### config.mk
export PLATFORM = sky130hd
export DESIGN_NAME = adc_ctrl
export DESIGN_NICKNAME = d
export VERILOG_FILES = /design/src/rtl/adc_ctrl_pkg.sv /design/src/rtl/adc_ctrl.sv
export SDC_FILE = /design/constraint.sdc
export NUM_CORES = 1
export LEC_CHECK = 0
export BUFFER_PORTS_ARGS = -buffer_cell sky130_fd_sc_hd__buf_2
export CAP_MARGIN = 25
export CORE_MARGIN = 8
export CORE_UTILIZATION = 55
export DETAILED_ROUTE_END_ITERATION = 10
export GPL_TIMING_DRIVEN = 0
export PLACE_DENSITY = 0.8
export SETUP_SLACK_MARGIN = 0.5
export SYNTH_ARGS = -nofsm -noshare
export SYNTH_HDL_FRONTEND = slang
export SYNTH_SLANG_ARGS = --single-unit
### constraint.sdc
create_clock -name clk_sys -period 5.45 [get_ports clk_sys]
set_input_delay 1.09 -clock clk_sys [delete_from_list [all_inputs] [get_ports clk_sys]]
set_output_delay 1.09 -clock clk_sys [all_outputs]
set_load 0.02 [all_outputs]
### src/rtl/adc_ctrl_pkg.sv
package adc_ctrl_pkg;
   // apb register map
   localparam logic [7:0] ADDR_CHAN_SEL = 8'h00;
   localparam logic [7:0] ADDR_CTRL = 8'h04;
   localparam logic [7:0] ADDR_STATUS = 8'h08;
   localparam logic [7:0] ADDR_IRQ_STAT = 8'h0c;
   localparam logic [7:0] ADDR_IRQ_MASK = 8'h10;
   localparam logic [7:0] ADDR_RESULT = 8'h14;
   // control register fields
   localparam int CTRL_SRC_BIT = 0;
   localparam int CTRL_CLK_BIT = 1;
   localparam int CTRL_PDN_BIT = 2;
   localparam logic [2:0] CTRL_RESET = 3'h4;
   // interrupt bits
   localparam int IRQ_EOC_BIT = 0;
   localparam int IRQ_SEQ_BIT = 1;
   // conversion timing
   localparam logic [4:0] EXT_CONV_CYCLES = 5'h0e;
   localparam int INT_CONV_NS = 1650;
   localparam int CLK_PERIOD_NS = 5;
   localparam int INT_CONV_CYC = (INT_CONV_NS + CLK_PERIOD_NS - 1) / CLK_PERIOD_NS;
   localparam logic [8:0] INT_CONV_COUNT = 9'(INT_CONV_CYC);
   localparam int CHANNELS = 4;
   localparam int DATA_W = 12;
   typedef enum {ST_IDLE, ST_CONV, ST_DONE} conv_state_t;
endpackage

### src/rtl/adc_ctrl.sv
// The register addresses and the APB register port are this design's own decisions.
`timescale 1ns/1ps
module adc_ctrl (
   input wire logic clk_sys,
   input wire logic rst,
   input wire logic clk_en,
   input wire logic psel,
   input wire logic penable,
   input wire logic pwrite,
   input wire logic [7:0] paddr,
   input wire logic [31:0] pwdata,
   output logic [31:0] prdata,
   output logic pready,
   output logic pslverr,
   input wire logic chip_select_n,
   input wire logic read_strobe_n,
   input wire logic load_strobe_n,
   input wire logic [3:0] low_data_nibble,
   input wire logic sample_start,
   input wire logic [3:0] hw_channel_pick,
   input wire logic external_conv_clock,
   input wire logic [47:0] sample_data,
   output logic [11:0] data_out,
   output logic data_oe,
   output logic busy,
   output logic first_result_flag,
   output logic conversion_done_pulse,
   output logic irq
);
   logic [3:0] chan_sel;
   logic [2:0] ctrl;
   logic [1:0] irq_stat;
   logic [1:0] irq_mask;
   logic [3:0] seq;
   logic [1:0] conv_ch;
   logic [1:0] rd_ptr;
   logic [11:0] results [0:3];
   logic [47:0] held;
   logic [8:0] cnt;
   logic start_q, ext_q, load_q, read_q;
   logic conv_end, seq_end;
   adc_ctrl_pkg::conv_state_t state;

   wire apb_wr = psel && penable && pwrite;
   wire apb_rd = psel && penable && !pwrite;
   wire src_sw = ctrl[adc_ctrl_pkg::CTRL_SRC_BIT];
   wire clk_ext = ctrl[adc_ctrl_pkg::CTRL_CLK_BIT];
   wire pdn_n = ctrl[adc_ctrl_pkg::CTRL_PDN_BIT];
   wire start_rise = sample_start && !start_q;
   wire ext_rise = external_conv_clock && !ext_q;
   wire host_rd = !chip_select_n && !read_strobe_n;
   wire rd_end = !host_rd && read_q;
   wire load_rise = load_strobe_n && !load_q && !chip_select_n && read_strobe_n;

   // next enabled channel at or after index, wrapping
   function automatic logic [1:0] next_ch(input logic [3:0] mask, input logic [1:0] from);
      logic [1:0] idx;
      logic [1:0] res;
      res = from;
      for (int i = 3; i >= 0; i--) begin
         idx = from + 2'(i);
         if (mask[idx]) begin
            res = idx;
         end
      end
      return res;
   endfunction

   // first enabled channel of a mask
   function automatic logic [1:0] first_ch(input logic [3:0] mask);
      return next_ch(mask, 2'h0);
   endfunction

   // edge history registers
   always_ff @(posedge clk_sys) begin
      if (rst) begin
         start_q <= 1'b0;
         ext_q <= 1'b0;
         load_q <= 1'b1;
         read_q <= 1'b0;
      end else if (clk_en) begin
         start_q <= sample_start;
         ext_q <= external_conv_clock;
         load_q <= load_strobe_n;
         read_q <= host_rd;
      end
   end

   // channel select register, pin write or apb write
   always_ff @(posedge clk_sys) begin
      if (rst) begin
         chan_sel <= 4'h0;
      end else if (clk_en) begin
         if (load_rise) begin
            chan_sel <= low_data_nibble;
         end else if (apb_wr && paddr == adc_ctrl_pkg::ADDR_CHAN_SEL) begin
            chan_sel <= pwdata[3:0];
         end
      end
   end

   // control and mask registers
   always_ff @(posedge clk_sys) begin
      if (rst) begin
         ctrl <= adc_ctrl_pkg::CTRL_RESET;
         irq_mask <= 2'h0;
      end else if (clk_en && apb_wr) begin
         if (paddr == adc_ctrl_pkg::ADDR_CTRL) begin
            ctrl <= pwdata[2:0];
         end else if (paddr == adc_ctrl_pkg::ADDR_IRQ_MASK) begin
            irq_mask <= pwdata[1:0];
         end
      end
   end

   // conversion sequencer
   always_ff @(posedge clk_sys) begin
      if (rst) begin
         state <= adc_ctrl_pkg::ST_IDLE;
         seq <= 4'h0;
         conv_ch <= 2'h0;
         cnt <= 9'h000;
         held <= '0;
         busy <= 1'b0;
         conv_end <= 1'b0;
         seq_end <= 1'b0;
      end else if (clk_en) begin
         conv_end <= 1'b0;
         seq_end <= 1'b0;
         case (state)
            adc_ctrl_pkg::ST_IDLE: begin
               if (start_rise && pdn_n) begin
                  seq <= src_sw ? chan_sel : hw_channel_pick;
                  held <= sample_data;
                  conv_ch <= first_ch(src_sw ? chan_sel : hw_channel_pick);
                  cnt <= 9'h000;
                  busy <= 1'b1;
                  state <= (src_sw ? chan_sel : hw_channel_pick) == 4'h0 ?
                     adc_ctrl_pkg::ST_DONE : adc_ctrl_pkg::ST_CONV;
               end
            end
            adc_ctrl_pkg::ST_CONV: begin
               if (clk_ext ? ext_rise : 1'b1) begin
                  if (cnt == (clk_ext ? 9'(adc_ctrl_pkg::EXT_CONV_CYCLES) - 9'h001 :
                        adc_ctrl_pkg::INT_CONV_COUNT - 9'h001)) begin
                     cnt <= 9'h000;
                     conv_end <= 1'b1;
                     conv_ch <= next_ch(seq, conv_ch + 2'h1);
                     if (next_ch(seq, conv_ch + 2'h1) <= conv_ch) begin
                        state <= adc_ctrl_pkg::ST_DONE;
                     end
                  end else begin
                     cnt <= cnt + 9'h001;
                  end
               end
            end
            adc_ctrl_pkg::ST_DONE: begin
               busy <= 1'b0;
               seq_end <= 1'b1;
               state <= adc_ctrl_pkg::ST_IDLE;
            end
            default: state <= adc_ctrl_pkg::ST_IDLE;
         endcase
      end
   end

   // result store per channel
   always_ff @(posedge clk_sys) begin
      if (rst) begin
         for (int i = 0; i < adc_ctrl_pkg::CHANNELS; i++) begin
            results[i] <= 12'h000;
         end
      end else if (clk_en && state == adc_ctrl_pkg::ST_CONV && cnt == 9'h000) begin
         // every channel of the sequence lands here as its count restarts
         results[conv_ch] <= held[adc_ctrl_pkg::DATA_W*conv_ch +: adc_ctrl_pkg::DATA_W];
      end
   end

   // done pulse, active low one cycle
   always_ff @(posedge clk_sys) begin
      if (rst) begin
         conversion_done_pulse <= 1'b1;
      end else if (clk_en) begin
         conversion_done_pulse <= !conv_end;
      end
   end

   // output pointer and first flag
   always_ff @(posedge clk_sys) begin
      if (rst) begin
         rd_ptr <= 2'h0;
         first_result_flag <= 1'b1;
      end else if (clk_en) begin
         if (start_rise && state == adc_ctrl_pkg::ST_IDLE && pdn_n) begin
            rd_ptr <= first_ch(src_sw ? chan_sel : hw_channel_pick);
            first_result_flag <= 1'b1;
         end else if (rd_end) begin
            rd_ptr <= next_ch(seq, rd_ptr + 2'h1);
            first_result_flag <= next_ch(seq, rd_ptr + 2'h1) == first_ch(seq);
         end
      end
   end

   // parallel data drive
   always_ff @(posedge clk_sys) begin
      if (rst) begin
         data_out <= 12'h000;
         data_oe <= 1'b0;
      end else if (clk_en) begin
         data_oe <= host_rd && load_strobe_n;
         data_out <= results[rd_ptr];
      end
   end

   // sticky interrupt status, set wins over clear
   always_ff @(posedge clk_sys) begin
      if (rst) begin
         irq_stat <= 2'h0;
      end else if (clk_en) begin
         for (int i = 0; i < 2; i++) begin
            if ((i == adc_ctrl_pkg::IRQ_EOC_BIT && conv_end) ||
                (i == adc_ctrl_pkg::IRQ_SEQ_BIT && seq_end)) begin
               irq_stat[i] <= 1'b1;
            end else if (apb_wr && paddr == adc_ctrl_pkg::ADDR_IRQ_STAT && pwdata[i]) begin
               irq_stat[i] <= 1'b0;
            end
         end
      end
   end

   // interrupt output
   always_ff @(posedge clk_sys) begin
      if (rst) begin
         irq <= 1'b0;
      end else if (clk_en) begin
         irq <= |(irq_stat & irq_mask);
      end
   end

   // apb read and response, zero wait
   always_ff @(posedge clk_sys) begin
      if (rst) begin
         prdata <= 32'h0000_0000;
         pready <= 1'b0;
         pslverr <= 1'b0;
      end else if (clk_en) begin
         pready <= psel && !penable;
         pslverr <= 1'b0;
         prdata <= 32'h0000_0000;
         if (psel && !penable) begin
            if (paddr == adc_ctrl_pkg::ADDR_CHAN_SEL) begin
               prdata <= {28'h0, chan_sel};
            end else if (paddr == adc_ctrl_pkg::ADDR_CTRL) begin
               prdata <= {29'h0, ctrl};
            end else if (paddr == adc_ctrl_pkg::ADDR_STATUS) begin
               prdata <= {24'h0, seq, 2'h0, first_result_flag, busy};
            end else if (paddr == adc_ctrl_pkg::ADDR_IRQ_STAT) begin
               prdata <= {30'h0, irq_stat};
            end else if (paddr == adc_ctrl_pkg::ADDR_IRQ_MASK) begin
               prdata <= {30'h0, irq_mask};
            end else if (paddr == adc_ctrl_pkg::ADDR_RESULT) begin
               prdata <= {20'h0, results[rd_ptr]};
            end else begin
               pslverr <= 1'b1;
            end
         end
      end
   end

   // busy starts one cycle after the start edge
   busy_rise_a: assert property (@(posedge clk_sys) disable iff (rst)
      (clk_en && start_rise && pdn_n && state == adc_ctrl_pkg::ST_IDLE) |=> busy)
      else $error("busy did not rise");

   // no conversion while powered down
   standby_idle_a: assert property (@(posedge clk_sys) disable iff (rst)
      (clk_en && start_rise && !pdn_n && state == adc_ctrl_pkg::ST_IDLE) |=> !busy)
      else $error("conversion started in standby");

   // data drive only during host read
   drive_gate_a: assert property (@(posedge clk_sys) disable iff (rst)
      data_oe |-> $past(host_rd))
      else $error("data driven outside read");

   // done pulse is one cycle low
   done_width_a: assert property (@(posedge clk_sys) disable iff (rst)
      (clk_en && $fell(conversion_done_pulse)) |=> conversion_done_pulse)
      else $error("done pulse too long");

   // load ignored while deselected
   load_select_a: assert property (@(posedge clk_sys) disable iff (rst)
      (clk_en && chip_select_n && !(apb_wr && paddr == adc_ctrl_pkg::ADDR_CHAN_SEL))
      |=> $stable(chan_sel))
      else $error("channel select changed while deselected");

   // pin write stores nibble
   load_store_a: assert property (@(posedge clk_sys) disable iff (rst)
      (clk_en && load_rise) |=> chan_sel == $past(low_data_nibble))
      else $error("nibble not stored");

   // sequence frozen during conversion
   seq_hold_a: assert property (@(posedge clk_sys) disable iff (rst)
      (state == adc_ctrl_pkg::ST_CONV) |=> $stable(seq))
      else $error("sequence changed mid conversion");

   // first flag matches pointer on first channel
   first_flag_a: assert property (@(posedge clk_sys) disable iff (rst)
      (busy && state == adc_ctrl_pkg::ST_CONV) |-> first_result_flag == (rd_ptr == first_ch(seq)))
      else $error("first flag mismatch");

   // selection taken from the chosen source at the start edge
   seq_capture_a: assert property (@(posedge clk_sys) disable iff (rst)
      (clk_en && start_rise && pdn_n && state == adc_ctrl_pkg::ST_IDLE) |=>
      seq == ($past(src_sw) ? $past(chan_sel) : $past(hw_channel_pick)))
      else $error("sequence not captured at start");

   // busy covers every conversion cycle
   busy_cover_a: assert property (@(posedge clk_sys) disable iff (rst)
      (state == adc_ctrl_pkg::ST_CONV) |-> busy)
      else $error("busy low during conversion");

   // external mode counts only on clock edges
   ext_count_a: assert property (@(posedge clk_sys) disable iff (rst)
      (clk_en && state == adc_ctrl_pkg::ST_CONV && clk_ext && !ext_rise) |=> $stable(cnt))
      else $error("count moved without external edge");

   // done pulse only follows a channel end
   done_source_a: assert property (@(posedge clk_sys) disable iff (rst)
      (clk_en && $fell(conversion_done_pulse)) |-> $past(state, 2) == adc_ctrl_pkg::ST_CONV)
      else $error("done pulse without conversion");
endmodule

==> metrics <==
status finished clean; f_max ~0.38 GHz; Setup Buffers After CTS 0; row cnt 43; Register-to-Register Path Depth 11; Sum Neg Setup Slack 0 ns; fin crit share 0.4785; CTS H-tree depth 4; Final Hold Viols 0; Hold Path Depth 2; CP max-delay cell clkbuf_1; yosys warns 0; Synth Flop Type dfxtp_1; # IOs approximately 160; CTS Hold Buffers Added 0; Mapped Cells 783; Slew Viols, Final 0; min Tclk post-route 2.608 ns; remaining antenna violation count 0; Port Buffers 109; Worst Path Max Fanout 10; leading post-synthesis cells by cell area dfxtp_1 30%, edfxtp_1 19%, nand2_1 6.0%; Clock Sinks 165; chip width around 130 um; DR iter-0 viols 457; CTS Buf Count 17; RSZ-0062 raised after global routing false; CTS tree done; Worst path depth 11; Clk Latency, worst-skew pair 0.43 ns; die area 18060 um^2; GR Layer Usage met2 0.3795; Slew headroom 0.5068; sequential area share after synthesis 0.4907; worst-margin pin slew 0.7398 ns; fraction of layout cells with a size suffix above 1 0.2091; Register Area 3784 um^2; mapped cell area ~7700 um^2; vias per cell 5.630; Root Buffer clkbuf_16; kind of cell adding the most delay to the critical path compound AO/OA/AOI/OAI gates; Clk pin slew, worst setup/hold paths 0.06 ns; share of the synthesized area in the top cell type 0.3038; Util after Layout 0.6664; Buf/Inv on CP 1; GP Congestion 0.9099; CP Launch Type flip-flop; Pleak between 3 and 4 nW; via count 6345; synth-to-layout area growth 19.05%; Worst Setup End Kind flip-flop; die height 134.4 um; PostCTS Resize Cnt 0; first-pass GRT wire length approximately 33 mm; All-Layer GR Usage 0.2285; CP max stage delay 0.53 ns; antenna violations before repair 0; Crit path arrival time 2.90 ns; Yosys reg bits 165; multi-input logic area around 3600 um^2; CP required 5.74 ns; routed wire length between 20 and 25 mm; Ant. Diodes 0; wire per inst 18.04 um; GRT Max-Usage Layer met2; Hold Path Class reg2reg; VDD IR max 0.0002371 V; Post-synth EDFFs 48; final setup fails 0; Async S/R FF share, synth 0; met3 global-route usage 0.05909; DPL Wire Length 15.32 mm; library cells used by synthesis 61; nets 1046; Fin Clk Skew roughly 0.012 ns; First-pass DRT Iterations 5; largest net degree at the start of global routing 17; DRC Markers 0; Clock Path Buffers 2; Cell Pwr Density 316.5 nW/um^2; CP cell instances clkbuf_1 -> nor2_1 -> o21ai_0 -> nand2_1 -> a221oi_1 -> ha_1 -> nand2_1 -> o21ai_0 -> a31o_2 -> o2111ai_1 -> a21oi_1; fill cell count around 1100; met1 Use GR 0.2805; Initial Util 0.5598; core area approximately 14000 um^2; vias in the first global route 6499; Syn Area/Cell 9.847 um^2; Setup Crit Path Kind reg2reg; Synth area leader dfxtp_1; hold_ws 0.4619 ns; Max-Cap Viols 0; global route total overflow 0
-- cell usage after synthesis (4+ instances only) --
cell and number:
a211oi_1 8, a21oi_1 71, a22o_1 4, a22oi_1 8, a31o_2 6, and2_1 38, and3_1 4, buf_2 9
buf_4 20, buf_6 4, clkbuf_1 33, dfxtp_1 117, edfxtp_1 48, ha_1 5, inv_1 7, mux2i_1 32
mux4_1 11, mux4_2 13, nand2_1 124, nand2b_1 12, nand3_1 11, nor2_1 74, nor2b_1 19, nor3_1 14
o2111ai_1 5, o21ai_0 21, xor2_1 6
-- through the flow --
step | std cells | setup WS, ns | cell area, um^2 | power (W)
2_1_floorplan | 802 | 2.703 | 7781 | 0.001604
3_3_place_gp | 1091 | 1.808 | 8552 | 0.001713
3_5_place_dp | 1095 | 2.557 | 8586 | 0.001726
4_1_cts | 1127 | 2.818 | 9179 | 0.002902
5_1_grt | 1127 | 2.693 | 9179 | 0.003002
6_report | 1127 | 2.842 | 9179 | 0.002905
-- flip-flops by register name, indices dropped and copies added (netlist names), 2 cells and up, named ones only --
register	count
held	48
seq	4
conv_ch	2
ctrl	3
irq_mask	2
data_out	12
rd_ptr	2
chan_sel	4
irq_stat	2
cnt	9
state	2
prdata	12
results	48
-- worst reg2reg max path, stage by stage (launching register included) --
cell	delay, ns
dfxtp_1	0.36
clkbuf_1	0.53
nor2_1	0.10
o21ai_0	0.23
nand2_1	0.09
a221oi_1	0.25
ha_1	0.30
nand2_1	0.06
o21ai_0	0.10
a31o_2	0.28
o2111ai_1	0.09
a21oi_1	0.09
-- final cells by class --
cell class	count	share of cell area
buffer	69	0.04185
clock buffer	21	0.05262
clock inverter	11	0.01200
inverter	8	0.003272
multi-input combinational	560	0.3904
sequential	165	0.4122
tap	180	0.02454
timing repair buffer	113	0.06311
-- cells by family (layout without fill, tap and decap cells) --
group / Yosys count / in the layout / synth area share
DFF: 165 / 165 / 0.4907
AOI/OAI and AO/OA: 150 / 150 / 0.1211
other: 1 / 20 / 0.0004864
adders and majority gates: 5 / 5 / 0.008114
xor gates and xnor gates: 7 / 7 / 0.007952
buffers and inverters: 77 / 222 / 0.05372
muxes: 57 / 57 / 0.1190
and+or+nand+nor: 321 / 321 / 0.1990
-- power by group --
group	switching, W	total (W)	leakage, nW	internal (W)
clock network	0.000506	0.00120	0.297	0.000693
registers	0.0000337	0.00135	1.45	0.00131
logic	0.000214	0.000360	1.94	0.000146
-- cells in the final DEF (no fill, tap or decap), types with 17 or more instances in the layout --
| cell | netlist | final |
|---|---|---|
| o21ai_0 | 21 | 17 |
| conb_1 | 1 | 20 |
| dfxtp_1 | 117 | 117 |
| and2_1 | 38 | 38 |
| buf_2 | 9 | 118 |
| nor2b_1 | 19 | 19 |
| edfxtp_1 | 48 | 48 |
| clkbuf_16 | 0 | 19 |
| nor2_1 | 74 | 74 |
| nand2_1 | 124 | 124 |
| mux2i_1 | 32 | 32 |
| a21oi_1 | 71 | 71 |
| buf_4 | 20 | 23 |
| clkbuf_1 | 33 | 35 |
-- worst paths after layout --
check | from | to | slack [ns]
hold / removal | held[47] | held[47] | 0.46
hold reg to reg | held[47] | held[47] | 0.46
setup reg to reg | conv_ch[0] | state[1] | 2.84
setup / recovery | conv_ch[0] | state[1] | 2.84
-- routing by layer --
layer,vias up,part of all wire
met3,33,0.070
met1,3020,0.43
met5,-,0
met2,243,0.48
met4,0,0.020
li1,3049,-
Power figures use the tool's default switching activity.
